===== src/pkg/sdt_pkg.sv =====
// shared constants and types for the serial debug, time-out and tag block
package sdt_pkg;
    // serial time-out, in target serial clock cycles
    localparam logic [9:0] TIMEOUT_CYC = 10'h200;
    // low time after a falling edge beyond which the low is a sync request
    localparam logic [7:0] SYNC_DETECT_CYC = 8'h80;
    // pause before the sync response, lets the host drop its speedup pulse
    localparam logic [7:0] SYNC_DELAY_CYC = 8'h10;
    // low time of the sync response
    localparam logic [7:0] SYNC_LOW_CYC = 8'h80;
    // instruction queue depth and tag field layout
    localparam int QUEUE_DEPTH = 3;
    localparam int TAG_W = 2;
    localparam int TAG_LO_BIT = 0;
    localparam int TAG_HI_BIT = 1;
    // handshake is off after system reset
    localparam logic ACK_EN_RESET = 1'b0;

    // single-step sequencer states
    typedef enum logic [2:0] {
        STEP_FW = 3'h1,
        STEP_RUN = 3'h2,
        STEP_STACK = 3'h4
    } sdt_step_t;

    // serial pin receive and sync response states
    typedef enum logic [5:0] {
        SYN_IDLE = 6'h01,
        SYN_LOW = 6'h02,
        SYN_WAIT = 6'h04,
        SYN_DELAY = 6'h08,
        SYN_DRIVE = 6'h10,
        SYN_SPEED = 6'h20
    } sdt_sync_t;
endpackage : sdt_pkg


===== src/pkg/sdt_tag_if.sv =====
// carrier between the core and the tag pin sampler
`timescale 1ns/10ps
`default_nettype none
interface sdt_tag_if;
    logic external_bus_clock;
    logic pinHi;
    logic pinLo;
    logic lowEn;
    logic tagOn;
    logic high_tag_input;
    logic low_tag_input;
    modport sampler (input external_bus_clock, input pinHi, input pinLo, input lowEn, input tagOn,
        output high_tag_input, output low_tag_input);
    modport core (output external_bus_clock, output pinHi, output pinLo, output lowEn, output tagOn,
        input high_tag_input, input low_tag_input);
endinterface : sdt_tag_if
`default_nettype wire


===== src/sdt_tag_sampler.sv =====
// samples the two tag pins at the falling edge of the external bus clock
`timescale 1ns/10ps
`default_nettype none
module sdt_tag_sampler (
    input wire logic clk,
    input wire logic rst_n,
    sdt_tag_if.sampler tagBus
);
    logic eclkPrev;
    logic high_tag_input;
    logic low_tag_input;
    logic eclkFall;
    logic sampleNow;

    // each pin is judged on its own; a low level asks for a tag
    assign eclkFall = eclkPrev & ~tagBus.external_bus_clock;
    assign sampleNow = eclkFall & tagBus.tagOn;
    assign tagBus.high_tag_input = high_tag_input;
    assign tagBus.low_tag_input = low_tag_input;

    // low half only counts while the low-byte strobe is enabled
    always_ff @(posedge clk or negedge rst_n) begin
        if (!rst_n) begin
            eclkPrev <= 1'b0;
            high_tag_input <= 1'b0;
            low_tag_input <= 1'b0;
        end else begin
            eclkPrev <= tagBus.external_bus_clock;
            if (sampleNow) begin
                high_tag_input <= ~tagBus.pinHi;
                low_tag_input <= ~tagBus.pinLo & tagBus.lowEn;
            end
        end
    end

    a_tag_hi_sample: assert property (@(posedge clk) disable iff (!rst_n)
        sampleNow |=> high_tag_input == !$past(tagBus.pinHi))
        else $error("high tag not taken from pin at bus clock fall");
    a_tag_lo_gate: assert property (@(posedge clk) disable iff (!rst_n)
        (sampleNow && !tagBus.lowEn) |=> !low_tag_input)
        else $error("low tag taken while low strobe disabled");
endmodule : sdt_tag_sampler
`default_nettype wire


===== src/sdt_sync_timer.sv =====
// serial pin edge timing: bit versus sync, time-out and sync response
`timescale 1ns/10ps
`default_nettype none
module sdt_sync_timer (
    input wire logic clk,
    input wire logic rst_n,
    input wire logic pinIn,
    input wire logic listenEn,
    input wire logic cmdBusy,
    input wire logic suspend,
    input wire logic rearm,
    input wire logic clearReq,
    output logic softReset,
    output logic pinOut,
    output logic pinOe
);
    sdt_pkg::sdt_sync_t st;
    sdt_pkg::sdt_sync_t next_st;
    logic pinPrev;
    logic [9:0] gapCnt;
    logic [7:0] lowCnt;
    logic [7:0] seqCnt;
    logic newFall;
    logic syncHit;
    logic gapExpired;
    logic responding;

    assign responding = (st == sdt_pkg::SYN_DELAY) | (st == sdt_pkg::SYN_DRIVE)
        | (st == sdt_pkg::SYN_SPEED);
    assign newFall = pinPrev & ~pinIn & listenEn & (st == sdt_pkg::SYN_IDLE);
    assign syncHit = (st == sdt_pkg::SYN_LOW) & ~pinIn
        & (lowCnt == sdt_pkg::SYNC_DETECT_CYC);
    // a sync wait never times out, the counter is only judged while idle or in a bit's low time
    assign gapExpired = cmdBusy & ~suspend & ~newFall & ~rearm
        & ((st == sdt_pkg::SYN_IDLE) | (st == sdt_pkg::SYN_LOW))
        & (gapCnt == sdt_pkg::TIMEOUT_CYC - 10'h001);

    // next state; clock restarts cannot land inside our own response
    always_comb begin
        next_st = st;
        unique case (st)
            sdt_pkg::SYN_IDLE: if (newFall) next_st = sdt_pkg::SYN_LOW;
            sdt_pkg::SYN_LOW: begin
                if (pinIn) next_st = sdt_pkg::SYN_IDLE;
                else if (syncHit) next_st = sdt_pkg::SYN_WAIT;
            end
            sdt_pkg::SYN_WAIT: if (pinIn) next_st = sdt_pkg::SYN_DELAY;
            sdt_pkg::SYN_DELAY: begin
                if (seqCnt == sdt_pkg::SYNC_DELAY_CYC - 8'h01) next_st = sdt_pkg::SYN_DRIVE;
            end
            sdt_pkg::SYN_DRIVE: begin
                if (seqCnt == sdt_pkg::SYNC_LOW_CYC - 8'h01) next_st = sdt_pkg::SYN_SPEED;
            end
            sdt_pkg::SYN_SPEED: next_st = sdt_pkg::SYN_IDLE;
        endcase
        if ((clearReq || !listenEn) && !responding) next_st = sdt_pkg::SYN_IDLE;
    end

    // state, edge history and the sync sequencing counters
    always_ff @(posedge clk or negedge rst_n) begin
        if (!rst_n) begin
            st <= sdt_pkg::SYN_IDLE;
            pinPrev <= 1'b1;
            lowCnt <= 8'h00;
            seqCnt <= 8'h00;
        end else begin
            st <= next_st;
            pinPrev <= pinIn;
            lowCnt <= (st == sdt_pkg::SYN_LOW) ? lowCnt + 8'h01 : 8'h00;
            seqCnt <= (next_st != st) ? 8'h00 : seqCnt + 8'h01;
        end
    end

    // gap counter restarts on each falling edge seen while idle and listening, and on a handshake pulse
    always_ff @(posedge clk or negedge rst_n) begin
        if (!rst_n) begin
            gapCnt <= sdt_pkg::TIMEOUT_CYC;
        end else if (newFall || rearm) begin
            gapCnt <= 10'h000;
        end else if (!suspend && gapCnt != sdt_pkg::TIMEOUT_CYC) begin
            gapCnt <= gapCnt + 10'h001;
        end
    end

    // pin drive follows the state being entered so it lines up with it
    always_ff @(posedge clk or negedge rst_n) begin
        if (!rst_n) begin
            softReset <= 1'b0;
            pinOe <= 1'b0;
            pinOut <= 1'b0;
        end else begin
            softReset <= gapExpired | syncHit | clearReq;
            pinOe <= (next_st == sdt_pkg::SYN_DRIVE) | (next_st == sdt_pkg::SYN_SPEED);
            pinOut <= next_st == sdt_pkg::SYN_SPEED;
        end
    end

    a_sync_no_timeout: assert property (@(posedge clk) disable iff (!rst_n)
        (st == sdt_pkg::SYN_WAIT && !pinIn && !clearReq && listenEn)
        |=> st == sdt_pkg::SYN_WAIT && !softReset)
        else $error("sync wait left without a rising edge");
    a_sync_delay_len: assert property (@(posedge clk) disable iff (!rst_n)
        (st == sdt_pkg::SYN_WAIT && pinIn && !clearReq && listenEn)
        |=> st == sdt_pkg::SYN_DELAY ##16 (st == sdt_pkg::SYN_DRIVE && pinOe && !pinOut))
        else $error("sync response not started 16 cycles after release");
    a_sync_release: assert property (@(posedge clk) disable iff (!rst_n)
        (st == sdt_pkg::SYN_DRIVE && seqCnt == 8'h7F && pinOe && !pinOut)
        |=> (pinOe && pinOut) ##1 !pinOe)
        else $error("sync response missing speedup pulse or release");
    a_timeout_cause: assert property (@(posedge clk) disable iff (!rst_n)
        softReset |-> ($past(gapCnt) == 10'h1FF && $past(cmdBusy) && !$past(suspend))
        || $past(syncHit) || $past(clearReq))
        else $error("soft reset without its cause");
endmodule : sdt_sync_timer
`default_nettype wire


===== src/sdt_top.sv =====
// serial debug target: single step, instruction tags, time-out and soft reset
`timescale 1ns/10ps
`default_nettype none
module sdt_top (
    input wire logic clk,
    input wire logic rst_n,
    input wire logic dbgPinIn,
    output logic dbgPinOut,
    output logic dbgPinOe,
    input wire logic strobePinIn,
    input wire logic extBusClk,
    input wire logic lowStrobeEn,
    input wire logic bgActive,
    input wire logic cmdBusy,
    input wire logic readWait,
    input wire logic ackReq,
    input wire logic ackEnableCmd,
    input wire logic ackDisableCmd,
    input wire logic singleStepCmd,
    input wire logic tagAndGoCmd,
    input wire logic waitRestart,
    input wire logic stopRestart,
    input wire logic irqPending,
    input wire logic userInstrDone,
    input wire logic stackDone,
    input wire logic queueLoad,
    input wire logic queueShift,
    input wire logic headIssue,
    output logic firmwareExit,
    output logic stackReq,
    output logic bgEnter,
    output logic execBlock,
    output logic ackPulse,
    output logic ackEnabled,
    output logic taggingOn,
    output logic softReset
);
    sdt_pkg::sdt_step_t stepSt;
    sdt_pkg::sdt_step_t next_stepSt;
    logic bgPrev;
    logic ackEn;
    logic next_ackEn;
    logic next_tagging;
    logic [sdt_pkg::TAG_W-1:0] qTag [sdt_pkg::QUEUE_DEPTH];
    logic [sdt_pkg::QUEUE_DEPTH-1:0] qValid;
    logic [sdt_pkg::TAG_W-1:0] loadTag;
    logic bgRise;
    logic cmdOk;
    logic stepGo;
    logic tag_and_go_command;
    logic clkRestart;
    logic headTagged;
    logic tagTrap;
    logic stepDone;
    logic suspend;
    logic timerPinOut;
    logic timerPinOe;
    logic timerSoftReset;

    sdt_tag_if tagBus ();

    // command strobes count only while no tagging session runs
    assign bgRise = bgActive & ~bgPrev;
    assign cmdOk = ~taggingOn;
    assign stepGo = singleStepCmd & cmdOk & bgActive & (stepSt == sdt_pkg::STEP_FW);
    assign tag_and_go_command = tagAndGoCmd & cmdOk & bgActive;
    assign clkRestart = waitRestart | stopRestart;

    // read data wait is exempt from time-out only with the handshake on
    assign suspend = ackEn & readWait;

    // tag pins: debug pin carries the high tag, strobe pin the low tag
    assign tagBus.external_bus_clock = extBusClk;
    assign tagBus.pinHi = dbgPinIn;
    assign tagBus.pinLo = strobePinIn;
    assign tagBus.lowEn = lowStrobeEn;
    assign tagBus.tagOn = taggingOn;
    assign loadTag = taggingOn ? {tagBus.high_tag_input, tagBus.low_tag_input} : 2'h0;

    // a tagged word at the head is not executed; background is entered
    assign headTagged = qValid[0] & (|qTag[0]);
    assign tagTrap = headIssue & headTagged;
    assign stepDone = ((stepSt == sdt_pkg::STEP_RUN) & userInstrDone)
        | ((stepSt == sdt_pkg::STEP_STACK) & stackDone);

    sdt_tag_sampler u_tag (
        .clk(clk),
        .rst_n(rst_n),
        .tagBus(tagBus.sampler)
    );

    // the pin is not watched for commands while it serves as a tag input
    sdt_sync_timer u_timer (
        .clk(clk),
        .rst_n(rst_n),
        .pinIn(dbgPinIn),
        .listenEn(cmdOk),
        .cmdBusy(cmdBusy),
        .suspend(suspend),
        .rearm(ackPulse),
        .clearReq(clkRestart),
        .softReset(timerSoftReset),
        .pinOut(timerPinOut),
        .pinOe(timerPinOe)
    );
    assign dbgPinOut = timerPinOut;
    assign dbgPinOe = timerPinOe;
    assign softReset = timerSoftReset;

    // single-step sequencer
    always_comb begin
        next_stepSt = stepSt;
        unique case (stepSt)
            sdt_pkg::STEP_FW: begin
                if (stepGo && irqPending) next_stepSt = sdt_pkg::STEP_STACK;
                else if (stepGo) next_stepSt = sdt_pkg::STEP_RUN;
            end
            sdt_pkg::STEP_RUN: if (userInstrDone) next_stepSt = sdt_pkg::STEP_FW;
            sdt_pkg::STEP_STACK: if (stackDone) next_stepSt = sdt_pkg::STEP_FW;
        endcase
    end

    // handshake enable: clock restarts win over a same-cycle enable
    always_comb begin
        next_ackEn = ackEn;
        if (ackEnableCmd && cmdOk) next_ackEn = 1'b1;
        if (ackDisableCmd && cmdOk) next_ackEn = 1'b0;
        if (clkRestart) next_ackEn = 1'b0;
    end

    // tagging starts on tag-and-go and ends when background mode begins
    always_comb begin
        next_tagging = taggingOn;
        if (tag_and_go_command) next_tagging = 1'b1;
        if (bgRise) next_tagging = 1'b0;
    end

    // control state and outputs
    always_ff @(posedge clk or negedge rst_n) begin
        if (!rst_n) begin
            stepSt <= sdt_pkg::STEP_FW;
            bgPrev <= 1'b0;
            ackEn <= sdt_pkg::ACK_EN_RESET;
            ackEnabled <= sdt_pkg::ACK_EN_RESET;
            taggingOn <= 1'b0;
        end else begin
            stepSt <= next_stepSt;
            bgPrev <= bgActive;
            ackEn <= next_ackEn;
            ackEnabled <= next_ackEn;
            taggingOn <= next_tagging;
        end
    end

    // strobes toward the cpu, all registered
    always_ff @(posedge clk or negedge rst_n) begin
        if (!rst_n) begin
            firmwareExit <= 1'b0;
            stackReq <= 1'b0;
            bgEnter <= 1'b0;
            execBlock <= 1'b0;
            ackPulse <= 1'b0;
        end else begin
            firmwareExit <= next_stepSt == sdt_pkg::STEP_RUN;
            stackReq <= next_stepSt == sdt_pkg::STEP_STACK;
            bgEnter <= stepDone | tagTrap;
            execBlock <= tagTrap;
            ackPulse <= ackReq & ackEn & cmdOk;
        end
    end

    // tag queue: entries move toward the head; flushed on background entry
    generate
        for (genvar i = 0; i < sdt_pkg::QUEUE_DEPTH; i++) begin : g_q
            logic [sdt_pkg::TAG_W-1:0] srcTag;
            logic srcValid;
            logic takeNew;
            if (i == sdt_pkg::QUEUE_DEPTH - 1) begin : g_tail
                assign srcTag = loadTag;
                assign srcValid = queueLoad;
                assign takeNew = queueShift | queueLoad;
            end else begin : g_body
                assign srcTag = qTag[i+1];
                assign srcValid = qValid[i+1];
                assign takeNew = queueShift;
            end
            always_ff @(posedge clk or negedge rst_n) begin
                if (!rst_n) begin
                    qTag[i] <= 2'h0;
                    qValid[i] <= 1'b0;
                end else if (bgRise || tagTrap) begin
                    qTag[i] <= 2'h0;
                    qValid[i] <= 1'b0;
                end else if (takeNew) begin
                    qTag[i] <= srcTag;
                    qValid[i] <= srcValid;
                end
            end
        end
    endgenerate

    // single step: one instruction or one stacking, then back to firmware
    a_step_run: assert property (@(posedge clk) disable iff (!rst_n)
        (stepGo && !irqPending) |=> firmwareExit && !stackReq)
        else $error("single step did not leave firmware");
    a_exit_hold: assert property (@(posedge clk) disable iff (!rst_n)
        (stepSt == sdt_pkg::STEP_RUN && !userInstrDone)
        |=> firmwareExit && !stackReq)
        else $error("stepped instruction dropped early");
    a_step_return: assert property (@(posedge clk) disable iff (!rst_n)
        (stepSt == sdt_pkg::STEP_RUN && userInstrDone) |=> bgEnter && !firmwareExit)
        else $error("single step did not return after one instruction");
    a_step_stack: assert property (@(posedge clk) disable iff (!rst_n)
        (stepGo && irqPending) |=> stackReq && !firmwareExit)
        else $error("pending interrupt ran a user instruction");
    a_stack_hold: assert property (@(posedge clk) disable iff (!rst_n)
        (stepSt == sdt_pkg::STEP_STACK && !stackDone)
        |=> stackReq && !firmwareExit)
        else $error("stacking request dropped early");
    a_stack_return: assert property (@(posedge clk) disable iff (!rst_n)
        (stepSt == sdt_pkg::STEP_STACK && stackDone)
        |=> bgEnter && !stackReq)
        else $error("stacking did not return to firmware");

    // tags: session start, queue tail load, trap and session end
    a_tag_start: assert property (@(posedge clk) disable iff (!rst_n)
        (tagAndGoCmd && bgActive && bgPrev && !taggingOn)
        |=> taggingOn)
        else $error("tag-and-go did not start tagging");
    a_tag_hold: assert property (@(posedge clk) disable iff (!rst_n)
        (taggingOn && !bgRise)
        |=> taggingOn)
        else $error("tagging ended outside background entry");
    a_queue_load: assert property (@(posedge clk) disable iff (!rst_n)
        (queueLoad && !queueShift && !bgRise && !tagTrap)
        |=> qValid[sdt_pkg::QUEUE_DEPTH-1])
        else $error("loaded word missing at queue tail");
    a_tag_trap: assert property (@(posedge clk) disable iff (!rst_n)
        (headIssue && headTagged) |=> bgEnter && execBlock)
        else $error("tagged head executed");
    a_trap_none: assert property (@(posedge clk) disable iff (!rst_n)
        (headIssue && !headTagged)
        |=> !execBlock)
        else $error("untagged head suppressed");
    a_queue_flush: assert property (@(posedge clk) disable iff (!rst_n)
        (bgRise || tagTrap)
        |=> !(|qValid))
        else $error("queue kept entries after a trap or background entry");
    a_tag_off_bg: assert property (@(posedge clk) disable iff (!rst_n)
        (bgActive && !$past(bgActive)) |=> !taggingOn)
        else $error("tagging survives background entry");
    a_cmd_ignored: assert property (@(posedge clk) disable iff (!rst_n)
        (taggingOn && stepSt == sdt_pkg::STEP_FW) |=> !firmwareExit && !stackReq)
        else $error("command taken while tagging");
    a_ack_cmd_ignored: assert property (@(posedge clk) disable iff (!rst_n)
        (taggingOn && !clkRestart)
        |=> ackEnabled == $past(ackEnabled))
        else $error("handshake command taken while tagging");

    // handshake: pulse only when enabled and not tagging
    a_ack_grant: assert property (@(posedge clk) disable iff (!rst_n)
        (ackReq && ackEnabled && !taggingOn)
        |=> ackPulse)
        else $error("enabled handshake pulse not issued");
    a_ack_off: assert property (@(posedge clk) disable iff (!rst_n)
        (ackReq && !ackEnabled)
        |=> !ackPulse)
        else $error("handshake pulse while disabled");
    a_ack_enable: assert property (@(posedge clk) disable iff (!rst_n)
        (ackEnableCmd && !ackDisableCmd && !taggingOn && !clkRestart)
        |=> ackEnabled)
        else $error("handshake enable command not taken");
    a_ack_no_tag: assert property (@(posedge clk) disable iff (!rst_n)
        taggingOn |=> !ackPulse)
        else $error("handshake pulse while tagging");
    a_ack_restart: assert property (@(posedge clk) disable iff (!rst_n)
        (waitRestart || stopRestart) |=> !ackEnabled && softReset)
        else $error("clock restart left handshake enabled");
endmodule : sdt_top
`default_nettype wire


===== config.mk =====
export PLATFORM = sky130hd
export DESIGN_NAME = sdt_top
export DESIGN_NICKNAME = d
export VERILOG_FILES = /design/src/pkg/sdt_pkg.sv /design/src/pkg/sdt_tag_if.sv /design/src/sdt_tag_sampler.sv /design/src/sdt_sync_timer.sv /design/src/sdt_top.sv
export SDC_FILE = /design/constraint.sdc
export NUM_CORES = 1
export LEC_CHECK = 0
export BUFFER_PORTS_ARGS = -buffer_cell sky130_fd_sc_hd__buf_2
export CAP_MARGIN = 30
export CORE_MARGIN = 5
export CORE_UTILIZATION = 60
export CTS_BUF_LIST = sky130_fd_sc_hd__clkbuf_8
export CTS_CLUSTER_SIZE = 8
export DETAILED_ROUTE_END_ITERATION = 10
export GPL_TIMING_DRIVEN = 0
export HOLD_SLACK_MARGIN = 0.05
export PLACE_DENSITY = 0.81
export SLEW_MARGIN = 20
export SYNTH_ARGS = -nofsm -noshare
export SYNTH_HDL_FRONTEND = slang
export SYNTH_SLANG_ARGS = --single-unit

===== constraint.sdc =====
create_clock -name clk -period 2.7 [get_ports clk]
set_input_delay 0.405 -clock clk [delete_from_list [all_inputs] [get_ports clk]]
set_output_delay 0.405 -clock clk [all_outputs]
set_load 0.1 [all_outputs]

Yosys cells after proc, flatten, opt, wreduce, memory -nomap -nowiden
Index checks and enable logic that the tools add are counted.

Input port bits: 22. Register bits: 59. Logic and storage cells: 143.

Reductions and logical operators: 16. Mux-type cells: 35. $add $sub $neg: 3. Eq/ne operators: 19. Bitwise operators: 44.

Operator list (number): $mux 6 (7); $pmux 6 s6 (1); $and 1x1->1 (26); $mux 10 (2); $add 8x1->8 const B (2); $mux 8 (2); $mux 2 (7); $eq 6x5->1 const B (2); $eq 6x6->1 const B (2); $mux 3 (4); $mux 1 (11); $add 10x1->10 const B (1); $eq 10x9->1 const B (1); $ne 10x10->1 const B (1); $or 1x1->1 (10); $pmux 3 s3 (1); $eq 8x4->1 const B (1); $eq 8x7->1 const B (1); $eq 8x8->1 const B (1); $not 1->1 (8); $reduce_bool 2->1 (4); $eq 3x2->1 const B (2); $eq 3x3->1 const B (2); $eq 6x1->1 const B (1); other kinds (10) (17).

Depth between registers and ports, before layout
Gate-level depths: netlist of run 1.

Depth after elaboration: 11. Gate-level depth with buffers: 8.

Hierarchy
Synthesis of run 1 repeated with hierarchy kept, for this count alone.

Cell total of the unflattened synthesis: 304. Area total of the unflattened synthesis: 3144.3 sq um.

By module, submodules not included: sdt_sync_timer (times used 1, area an instance 2188.3 sq um, cells each 225); sdt_top (times used 1, area an instance 825.8 sq um, cells each 71); sdt_tag_sampler (times used 1, area an instance 130.1 sq um, cells each 8).

Worst setup path before layout of run 1
No wires, ideal clock.

Path kind: reg2reg. Start point: reg taggingOn. End point: reg u_timer.gapCnt[2]. Clock period less this slack: 2.272 ns. Arrival: 2.186 ns. Library setup time: 0.086 ns. Stages on the path, launching flop included: 7. Slack: 0.428 ns. Path buffers: 1. Data required time: 2.614 ns. Cells stage by stage: dfrtp_1 -> inv_1 -> and3_1 -> and3_1 -> or2_2 -> buf_2 -> nor3_1.

Word-level cells in the longest chain between the ends: 5. Elaborated cells on any way between the ends: 6.

Ends and longest elaborated chain: from (decl) (RTL line sdt_top.sv:35) `output logic taggingOn,`; from (signal assigned) (RTL line sdt_top.sv:151) `taggingOn <= next_tagging;`; $not 1->1 (*) (RTL line sdt_top.sv:64) `assign cmdOk = ~taggingOn;`; $and 1x1->1 (*) (2 in a row) (RTL line sdt_sync_timer.sv:30) `assign newFall = pinPrev & ~pinIn & listenEn & (st == sdt_pkg::SYN_IDLE);`; $logic_or 1x1->1 (*) (RTL line sdt_sync_timer.sv:78) `end else if (newFall || rearm) begin`; $mux 10 / $reduce_bool 2->1 (equally long branches); to (signal assigned) (RTL line sdt_sync_timer.sv:77) `gapCnt <= sdt_pkg::TIMEOUT_CYC;`; to (signal assigned) (RTL line sdt_sync_timer.sv:81) `gapCnt <= gapCnt + 10'h001;`; to (decl) (RTL line sdt_sync_timer.sv:20) `logic [9:0] gapCnt;`.

Every way passes the cells marked *; elsewhere a longest branch is shown, timed or not. A chain may end at the register's enable or synchronous reset.

Final worst setup path of run 1
Start point: reg u_timer.st[3]. End point: reg u_timer.seqCnt[3].

Word-level cells in the longest chain between the ends: 9. Elaborated cells on any way between the ends: 23.

Ends and longest elaborated chain: from (decl) (RTL line sdt_sync_timer.sv:17) `sdt_pkg::sdt_sync_t st;`; from (signal assigned) (RTL line sdt_sync_timer.sv:62) `st <= sdt_pkg::SYN_IDLE;`; from (signal assigned) (RTL line sdt_sync_timer.sv:67) `st <= next_st;`; $eq 6x2->1 (RTL line sdt_sync_timer.sv:31, sdt_sync_timer.sv:41); $and 1x1->1 (RTL line sdt_sync_timer.sv:31) `assign syncHit = (st == sdt_pkg::SYN_LOW) & ~pinIn`; $and 1x1->1 (RTL line sdt_sync_timer.sv:32) `& (lowCnt == sdt_pkg::SYNC_DETECT_CYC);`; $mux 6 (RTL line sdt_sync_timer.sv:45) `else if (syncHit) next_st = sdt_pkg::SYN_WAIT;`; $mux 6 (RTL line sdt_sync_timer.sv:44) `if (pinIn) next_st = sdt_pkg::SYN_IDLE;`; $pmux 6 s6 (RTL line sdt_sync_timer.sv:41) `unique case (st)`; $mux 6 (RTL line sdt_sync_timer.sv:56) `if ((clearReq || !listenEn) && !responding) next_st = sdt_pkg::SYN_IDLE;`; $ne 6x6->1 (*) (RTL line sdt_sync_timer.sv:70) `seqCnt <= (next_st != st) ? 8'h00 : seqCnt + 8'h01;`; $mux 8 (*) (RTL line sdt_sync_timer.sv:70); to (signal assigned) (RTL line sdt_sync_timer.sv:70); to (decl) (RTL line sdt_sync_timer.sv:22) `logic [7:0] seqCnt;`.

Marks and branches as above.

==> out/qor.txt, run 1 <==
Status = finished, final reports clean
Routed wirelength normalized by instance count = 15.0 um
Vias post-DR = 2,372
Final hold vios = 0
Worst-margin pin slew = 0.718 ns
Clock latency on the worst-skew pair = 0.35 ns
Area Growth Syn to Fin = 14.7%
Achievable frequency = 499 MHz
Commonest cells after routing, fill and taps aside = dfrtp_1 (55), nor2_1 (44), buf_2 (30)
Setup crit end kind = flop
Logic pwr share = 18.7%
Final instance area = 0.00364 mm^2
Number of DRC markers in iteration 0 = 149
Flops & latches, synth = 59
Num CTS Buffers = 9
Worst Path Class, Setup = flop to flop
Die height = 82.7 um
Cell Area, Synth = 0.00317 mm^2
Total power = 2.53 mW
Initial antenna violation count = 0
Most common cell after layout, fill and taps aside = dfrtp_1
First-pass GRT wire length = 11,000 um
Fin crit share = 74.2%
Yosys warns = 0
Crit-path cells = nor4_4, nand3b_4, nand3_2, o211ai_2, a31oi_4, nor3_2
Final Skew = 0.00764 ns
Mapped Cells = 304
Synth cell types = 58
R2R depth = 6
Clock share of power = 36.1%
Final worst slack = 0.698 ns
Initial Util = 62.1%
Pwr Density = 697 mW/mm^2
FF-to-FF End = u_timer.seqCnt[3]
Setup slack, reg-to-reg = 0.70 ns
Top_reg_cell synth = dfrtp_1
N_diodes = 0
Internal Dissipation = 1.76 mW
I/O Buffers = 30
Core area = 0.00511 mm^2
Largest net degree at the start of global routing = 60
Reg2reg start = u_timer.st[3]
Unrepaired setup endpoints after global routing = no
Post-Place Worst Slack = 0.690 ns
Post-CTS Hold Fix Bufs = 0
Max FO, Critical Path = 9
CTS max path bufs = 2
Fill cells = 395
Worst EP arrival = 2.22 ns
Hold slack = 0.106 ns
Die area = 0.00684 mm^2
Post-Syn Nets = 331
Die X = 82.7 um
Final #Nets = 372
Post-layout util = 71.2%
Clock-pin slew on the worst setup and hold paths = 0.07 ns
Area after DPL = 0.00341 mm^2
Drt total wl = 6300 um
CTS tree = done
# IOs = 32
Via-per-instance ratio = 5.65
Ratio of cells with drive above 1 in the final layout = 27.1%
Routability Congestion = 0.860
CTS sink cnt = 59
CTS Root Cell = clkbuf_8
Largest stage delay, worst path = 0.52 ns
All-Layer GR Usage = 21.3%
Rel. slew slack = 52.2%
Min-Delay Path Class = input port to async pin
Final min period = 2.00 ns
Placed Cells = 404
Avg Inst Size Synth = 10.4 um^2
Worst setup SP type = flop
Crit path required time = 2.92 ns
Number of global-route vias before repair = 2,397
Register area share after synthesis = 46.7%
Sequential Power Share = 45.2%
Psw = 0.770 mW
Detail Placement HPWL = 4460 um
Lkg Pwr = 1.73 nW
Final setup fails = 0
EDFF count, synth = 0
Sw Share = 30.4%
Fraction of registers with async set/reset = 100%
Peak supply drop = 0.507 mV
Non-Filler Instances = 420
Max-slew violations = 0
Max_cap viols = 0
Remaining DRCs = 0
H-tree depth = 3
Postcts setup bufs = 0
Post-DRT Antenna Nets = 0
Site Rows = 26
GRT overflow = 0
Crit-path slowest cell = nor4_4
Total iterations of the first detailed-routing run = 4
Setup TNS = 0 ns
Gates resized, CTS repair = 0
-- metal layers --
metal / GRT usage [%] / vias up / wire length, um
met4: 9.80 / 0 / 129
met1: 26.7 / 1157 / 2810
met2: 35.3 / 56 / 3060
met3: 4.66 / 9 / 296
li1: - / 1150 / -
met5: 0 / - / 0
-- registers in the layout (all words and copies together), names as in the netlist, 2 cells and up --
register,count
u_timer.lowCnt,8
g_q.srcValid,2
g_q.srcTag,4
stepSt,3
u_timer.st,6
u_timer.gapCnt,10
u_timer.seqCnt,8
qTag,2
-- worst max-delay path, delay by kind of cell, from the launching register on --
kind | cells | cell delay (ns)
simple gates | 4 | 0.97
flops | 1 | 0.46
compound gates | 2 | 0.44
-- cell usage after synthesis, types with 3 or more instances --
master | number | share of area [%]
a21oi_1 | 12 | 1.9
xor2_1 | 15 | 4.1
ha_1 | 5 | 2.0
xnor2_2 | 3 | 1.5
xnor2_1 | 5 | 1.4
nand2_1 | 19 | 2.3
inv_1 | 11 | 1.3
and3_1 | 8 | 1.6
buf_6 | 6 | 2.1
nor3_2 | 11 | 3.5
mux2i_1 | 7 | 2.2
o211ai_1 | 3 | 0.71
o21ai_0 | 17 | 2.7
dfstp_2 | 4 | 3.3
nor2_1 | 44 | 5.2
nand4_1 | 5 | 0.99
nand3_1 | 14 | 2.2
dfrtp_1 | 55 | 43
nor3_1 | 5 | 0.79
nand2b_1 | 4 | 0.79
nor2b_1 | 4 | 0.79
-- worst max path at each step --
stage,startpoint,endpoint,slack (ns),cells past startpoint
global route,u_timer.lowCnt[0],u_timer.seqCnt[4],0.45,8
detailed placement,u_timer.lowCnt[0],u_timer.seqCnt[3],0.69,8
CTS,u_timer.lowCnt[0],u_timer.seqCnt[3],0.69,8
global placement,u_timer.lowCnt[0],u_timer.seqCnt[1],0.74,8
floorplan,taggingOn,u_timer.gapCnt[2],0.43,6
finish,u_timer.st[3],u_timer.seqCnt[3],0.70,6
-- cell type report --
class	count	area (um^2)	area share, %
timing repair buffer	30	153	4.20
clock inverter	6	88.8	2.44
clock buffer	10	138	3.79
inverter	11	41.3	1.14
multi-input combinational	225	1560	43.0
buffer	9	83.8	2.31
tap	70	87.6	2.41
sequential	59	1480	40.7
-- power by group through the flow --
stage | registers (mW) | logic (mW) | clock network [mW]
detailed placement | 1.16 | 0.479 | 0
floorplan | 1.17 | 0.336 | 0
finish | 1.14 | 0.475 | 0.914
CTS | 1.15 | 0.482 | 0.924
global placement | 1.15 | 0.461 | 0
global route | 1.17 | 0.540 | 0.964
-- kinds of logic (layout without fill, tap and decap cells) --
logic type               Yosys count  in the layout  share of synthesized area (%)
buffers and inverters             20             66                           3.95
multiplexers                       7              7                           2.21
AO/OA/AOI/OAI                     49             49                           10.6
flip-flops                        59             59                           46.7
AND/OR/NAND/NOR                  141            141                           27.5
adder cells (fa/ha/maj)            5              5                           1.97
XOR/XNOR                          23             23                           7.07
(Power assumes the default switching activity.)
==> run 2: changes to the inputs <==
==> constraint.sdc (replaced) <==
create_clock -name clk -period 1.9 [get_ports clk]
set_input_delay 0.285 -clock clk [delete_from_list [all_inputs] [get_ports clk]]
set_output_delay 0.285 -clock clk [all_outputs]
set_load 0.1 [all_outputs]
==> run 2 against run 1 <==
Compared with the run above: non-clock buffer count is 17 higher; sequential power is 42% higher; sequential cell count stayed put; design area is 5.5% higher; total power is 36% higher; via count is 3.2% higher; hold slack worse by 0.011 ns; core utilization is 3.9 points higher; the flow now finishes with violations (setup timing); largest cell class unchanged; largest power group unchanged; routed wire length is 5.3% higher; die area stayed put; sequential share of layout area is 1.9 points lower; critical endpoint is now u_timer.seqCnt[1].
==> out/qor.txt, run 2 (synthesized netlist as in run 1, its figures left out) <==
Worst-margin pin slew = 0.724 ns (+0.00612 ns)
Sequential Power Share = 47.1% (+1.9 points)
Internal Dissipation = 2.39 mW (+35%)
CTS tree = done
Final worst slack = -0.0534 ns (-0.751 ns)
Peak supply drop = 0.739 mV (+46%)
Commonest cells after routing, fill and taps aside = dfrtp_1 (51), nor2_1 (43), buf_2 (30)
Final setup fails = 8 (+8)
Die area = 0.00684 mm^2 (unchanged)
Detail Placement HPWL = 4360 um (-2.2%)
Setup crit end kind = flop
Largest net degree at the start of global routing = 60 (unchanged)
Num CTS Buffers = 9 (unchanged)
CTS Root Cell = clkbuf_8
Remaining DRCs = 0 (unchanged)
Worst Path Class, Setup = flop to flop
Via-per-instance ratio = 5.60 (-0.77%)
CTS sink cnt = 59 (unchanged)
All-Layer GR Usage = 21.5% (+0.14 points)
Logic pwr share = 20.9% (+2.2 points)
Die height = 82.7 um (unchanged)
Max-slew violations = 0 (unchanged)
Max_cap viols = 0 (unchanged)
Status = finished, violations left
CTS max path bufs = 2 (unchanged)
Unrepaired setup endpoints after global routing = yes
Drt total wl = 6630 um (+5.3%)
Failing checks = setup timing
Pwr Density = 899 mW/mm^2 (+29%)
Initial Util = 62.1% (unchanged)
# IOs = 32 (unchanged)
Largest register FFs = 10 (unchanged)
Biggest regs = u_timer.gapCnt: 10 flops, u_timer.lowCnt: 8 flops, u_timer.seqCnt: 8 flops
Multi-input logic area = 0.00163 mm^2 (+4.3%)
Crit path required time = 2.15 ns (-0.77 ns)
Initial antenna violation count = 0 (unchanged)
Final Skew = 0.00837 ns (+0.000729 ns)
Site Rows = 26 (unchanged)
Core area = 0.00511 mm^2 (unchanged)
Reg area = 0.00149 mm^2 (+0.51%)
Psw = 1.06 mW (+38%)
GRT overflow = 0 (unchanged)
Clock share of power = 31.9% (-4.2 points)
Min-Delay Path Class = input port to flop
Final min period = 1.95 ns (-0.0489 ns)
First-pass GRT wire length = 11,200 um (+1.9%)
Final instance area = 0.00383 mm^2 (+5.5%)
Fin crit share = 103% (+29 points)
Area after DPL = 0.00341 mm^2 (+0.11%)
Sw Share = 30.8% (+0.40 points)
I/O Buffers = 30 (unchanged)
Number of global-route vias before repair = 2,473 (+3.2%)
N_diodes = 0 (unchanged)
Total iterations of the first detailed-routing run = 4 (unchanged)
Most common cell after layout, fill and taps aside = dfrtp_1
Clock latency on the worst-skew pair = 0.33 ns (-0.02 ns)
Die X = 82.7 um (unchanged)
H-tree depth = 3 (unchanged)
Most flops, register = u_timer.gapCnt
Lkg Pwr = 1.85 nW (+6.7%)
Area Growth Syn to Fin = 21.0%
Vias post-DR = 2,449 (+3.2%)
Worst setup SP type = flop
Total power = 3.45 mW (+36%)
Final #Nets = 389 (+4.6%)
Achievable frequency = 512 MHz (+2.5%)
Fill cells = 376 (-4.8%)
Final hold vios = 0 (unchanged)
Routed wirelength normalized by instance count = 15.2 um (+1.2%)
Post-DRT Antenna Nets = 0 (unchanged)
Clock-pin slew on the worst setup and hold paths = 0.07 ns (about the same)
Rel. slew slack = 51.7% (-0.41 points)
Number of DRC markers in iteration 0 = 139 (-6.7%)
Ratio of cells with drive above 1 in the final layout = 33.0% (+5.8 points)
Max FO, Critical Path = 8 (-1)
Routability Congestion = 0.878 (+2.1%)
Worst EP arrival = 2.20 ns (-0.02 ns)
==> run 2: repair_timing <==
| item | 4_1_cts | 5_1_grt |
|---|---|---|
| hold buffers | 1 | 1 |
| setup endpoints to repair | 8 | 13 |
| buffers inserted | 7 | 8 |
| resized for setup | 5 | 18 |
| pin swaps | 8 | 15 |
| endpoints found under the hold margin | 55 | 1 |
==> run 2: worst max-delay path: stages (launching register included) <==
cell	delay, ns
dfrtp_2	0.43
buf_6	0.14
buf_12	0.12
nor2b_1	0.12
a21o_1	0.17
o2bb2ai_1	0.12
o21bai_1	0.25
nand4b_4	0.26
nor3b_2	0.25
==> run 2: area by class of cell <==
| class | count | share of cell area [%] |
|---|---|---|
| inverter | 11 | 1.08 |
| clock buffer | 10 | 3.59 |
| multi-input combinational | 225 | 42.5 |
| sequential | 59 | 38.8 |
| clock inverter | 6 | 1.34 |
| tap | 70 | 2.28 |
| timing repair buffer | 47 | 8.19 |
| buffer | 9 | 2.19 |
==> run 2: final timing paths <==
check	endpoint	from	slack [ns]	cells past startpoint
worst max-delay path	u_timer.seqCnt[1]	u_timer.st[5]	-0.05	8
worst min-delay path	bgPrev	bgActive	0.09	1
worst max register to register	u_timer.seqCnt[1]	u_timer.st[5]	-0.05	8
worst min register to register	u_tag.tagBus.low_tag_input	u_tag.tagBus.low_tag_input	0.49	2
max in group asynchronous	taggingOn	rst_n	0.79	2
min in group asynchronous	g_q[1].srcTag[1]	rst_n	0.56	2
==> run 2: power by group through the flow <==
| stage | Combinational, mW | Sequential, mW | Clock [mW] |
|---|---|---|---|
| after floorplan | 0.477 | 1.67 | 0 |
| after global placement | 0.652 | 1.64 | 0 |
| after detailed placement | 0.681 | 1.65 | 0 |
| after CTS | 0.725 | 1.62 | 1.13 |
| after global routing | 0.803 | 1.65 | 1.18 |
| final | 0.722 | 1.62 | 1.10 |
==> run 2: per-stage QoR <==
stage | util, % | hold slack [ns] | setup TNS, ns | setup WS, ns | cells
final | 75.1 | 0.0948 | -0.235 | -0.0534 | 437
after global routing | 75.1 | 0.0857 | -0.942 | -0.132 | 437
after CTS | 72.3 | 0.0504 | -0.0284 | -0.0229 | 428
after detailed placement | 66.8 | 0.397 | -0.873 | -0.112 | 404
after global placement | 66.8 | 0.408 | -0.548 | -0.0721 | 404
after floorplan | - | -0.0106 | 0 | 0.0953 | 304
==> run 2: metal layers <==
layer  share of wire [%]  global-route usage, %  wire length [um]
met1                  45                   27.5              2960
met2                  48                   33.7              3200
met3                 4.7                   5.86               313
met4                 2.4                   10.3               158
met5                   0                      0                 0
==> run 3: changes to the inputs <==
--- a/config.mk
+++ b/config.mk
@@ -8,13 +8,11 @@
 export BUFFER_PORTS_ARGS = -buffer_cell sky130_fd_sc_hd__buf_2
 export CAP_MARGIN = 30
 export CORE_MARGIN = 5
-export CORE_UTILIZATION = 60
+export CORE_UTILIZATION = 45
 export CTS_BUF_LIST = sky130_fd_sc_hd__clkbuf_8
 export CTS_CLUSTER_SIZE = 8
 export DETAILED_ROUTE_END_ITERATION = 10
-export GPL_TIMING_DRIVEN = 0
 export HOLD_SLACK_MARGIN = 0.05
-export PLACE_DENSITY = 0.81
 export SLEW_MARGIN = 20
 export SYNTH_ARGS = -nofsm -noshare
 export SYNTH_HDL_FRONTEND = slang
==> run 3 against run 2 <==
Compared with the run above: the flow now finishes without violations; global-route usage is 5.5 points lower; routed wire length is 3.2% lower; via count is 2.9% lower; design area is 1.9% higher; core utilization is 18 points lower; hold slack worse by 0.026 ns; largest power group unchanged.
==> out/qor.txt, run 3 (synthesized netlist as in run 1, its figures left out) <==
Status = finished, final reports clean
Detail Placement HPWL = 4620 um (+5.9%)
Drt total wl = 6420 um (-3.2%)
CP top delay family = simple AND/OR/NAND/NOR gates
Largest net degree at the start of global routing = 60 (unchanged)
Initial Util = 46.4% (-16 points)
Clock share of power = 36.6% (+4.7 points)
Max_cap viols = 0 (unchanged)
Site Rows = 30 (+15%)
Rel. slew slack = 56.8% (+5.0 points)
Min-Delay Path Class = input port to flop
GRT overflow = 0 (unchanged)
Initial antenna violation count = 0 (unchanged)
I/O Buffers = 31 (+3.3%)
Vias post-DR = 2,378 (-2.9%)
Post-layout util = 57.2% (-18 points)
DR WL met3 = 349 um (+12%)
Total iterations of the first detailed-routing run = 4 (unchanged)
Most flops, register = u_timer.gapCnt
Largest register FFs = 10 (unchanged)
Area Growth Syn to Fin = 23.3%
CTS tree = done
WL met2 = 2870 um (-10%)
Reg2reg start = u_timer.st[0]
Post-DRT Antenna Nets = 0 (unchanged)
Logic pwr share = 20.4% (-0.5 points)
Hold path startpoint = extBusClk
Sequential Power Share = 43.0% (-4.1 points)
Psw = 1.06 mW (-0.33%)
Number of global-route vias before repair = 2,331 (-5.7%)
Final setup fails = 0 (-8)
Via-per-instance ratio = 5.08 (-9.3%)
Final Skew = 0.00867 ns (+0.000296 ns)
Largest stage delay, worst path = 0.40 ns (-0.03 ns)
Hold slack = 0.0691 ns (-0.0258 ns)
CTS sink cnt = 59 (unchanged)
Most common cell after layout, fill and taps aside = dfrtp_1
Fin crit share = 99.0% (-3.8 points)
Final #Nets = 394 (+1.3%)
CTS max path bufs = 2 (unchanged)
FF-to-FF End = u_timer.seqCnt[2]
Min-Delay Endpoint = u_tag.eclkPrev
Max FO, Critical Path = 8 (unchanged)
Commonest cells after routing, fill and taps aside = dfrtp_1 (49), nor2_1 (44), buf_2 (31)
Clock latency on the worst-skew pair = 0.33 ns (about the same)
Num CTS Buffers = 9 (unchanged)
Die X = 93.9 um (+14%)
Worst EP arrival = 2.13 ns (-0.07 ns)
Clock-pin slew on the worst setup and hold paths = 0.06 ns (about the same)
N_diodes = 0 (unchanged)
Crit-path cells = buf_12, nor4_4, nand4_1, a22oi_2, a31oi_4, buf_12, nor3_2
R2R depth = 7 (-1)
Hold depth = 1 (unchanged)
Internal Dissipation = 2.69 mW (+13%)
Worst Path Class, Setup = flop to flop
Pwr Density = 959 mW/mm^2 (+6.7%)
Post-Place Worst Slack = -0.0416 ns (+0.0709 ns)
All-Layer GR Usage = 16.0% (-5.5 points)
Worst setup SP type = flop
Biggest regs = u_timer.gapCnt: 10 flops, u_timer.lowCnt: 8 flops, u_timer.seqCnt: 8 flops
Setup slack, reg-to-reg = 0.02 ns (+0.07 ns)
Setup TNS = 0 ns (+0.235 ns)
Setup crit end kind = flop
Crit-path slowest cell = dfstp_2
H-tree depth = 3 (unchanged)
Routed wirelength normalized by instance count = 13.7 um (-9.6%)
Final min period = 1.88 ns (-0.0731 ns)
Remaining DRCs = 0 (unchanged)
Crit path required time = 2.15 ns (about the same)
Peak supply drop = 0.534 mV (-28%)
Worst-margin pin slew = 0.644 ns (-0.0799 ns)
CP Buf/Inv Count = 2 (unchanged)
Unrepaired setup endpoints after global routing = yes
Die area = 0.00882 mm^2 (+29%)
First-pass GRT wire length = 11,000 um (-1.9%)
Achievable frequency = 532 MHz (+3.9%)
Max-slew violations = 0 (unchanged)
Lkg Pwr = 1.85 nW (about the same)
Top sig layer = met4
Ratio of cells with drive above 1 in the final layout = 33.6% (+0.63 points)
Final hold vios = 0 (unchanged)
Routability Congestion = 0.888 (+1.2%)
Wl on met1 = 3070 um (+3.6%)
Sw Share = 28.2% (-2.6 points)
Die height = 93.9 um (+14%)
Number of DRC markers in iteration 0 = 103 (-26%)
Top cell by count, worst path = buf_12
CTS Root Cell = clkbuf_8
Fill cells = 620 (+65%)
Core area = 0.00683 mm^2 (+34%)
# IOs = 32 (unchanged)
Final worst slack = 0.0197 ns (+0.0731 ns)
==> run 3: timing repair <==
item / CTS / global route
hold buffers: 1 / 0
endpoints found under the setup margin: 8 / 13
setup buffers: 2 / 2
resized for setup: 4 / 9
endpoints found under the hold margin: 55 / 0
pin swaps: 2 / 8
==> run 3: layout make-up <==
class,count,area (um^2),share of cell area (%)
Tap cell,96,120,3.07
Timing Repair Buffer,61,433,11.1
Clock inverter,6,105,2.69
Multi-Input combinational cell,225,1580,40.4
Clock buffer,10,138,3.52
Inverter,11,41.3,1.06
Sequential cell,59,1490,38.2
==> run 3: power by group through the flow <==
stage	Combinational, mW	Clock, mW	Sequential [mW]
after floorplan	0.477	0	1.67
after global placement	0.741	0	1.63
after detailed placement	0.761	0	1.63
after CTS	0.771	1.41	1.61
after global routing	0.866	1.47	1.64
final	0.765	1.37	1.61
==> run 3: worst max path at each step <==
stage                        from                end  slack (ns)  depth (start not counted)
floorplan               taggingOn  u_timer.gapCnt[2]         0.1                          6
global placement    u_timer.st[5]  u_timer.seqCnt[3]        0.04                          6
detailed placement  u_timer.st[5]  u_timer.seqCnt[1]       -0.04                          6
CTS                 u_timer.st[3]  u_timer.seqCnt[3]       0.008                          7
global route        u_timer.st[0]  u_timer.seqCnt[3]       -0.09                          7
finish              u_timer.st[0]  u_timer.seqCnt[2]        0.02                          7
==> run 3: metrics by stage <==
stage / instances / power [mW] / instance area, um^2
3_5_place_dp: 447 / 2.39 / 3590
3_3_place_gp: 447 / 2.37 / 3590
2_1_floorplan: 304 / 2.14 / 3170
4_1_cts: 466 / 3.80 / 3880
5_1_grt: 468 / 3.98 / 3910
6_report: 468 / 3.75 / 3910
==> run 3: metal layers <==
metal / up-vias / GRT usage (%)
li1: 1191 / -
met1: 1124 / 21.6
met2: 53 / 24.2
met3: 10 / 3.85
met4: 0 / 7.22
met5: - / 0
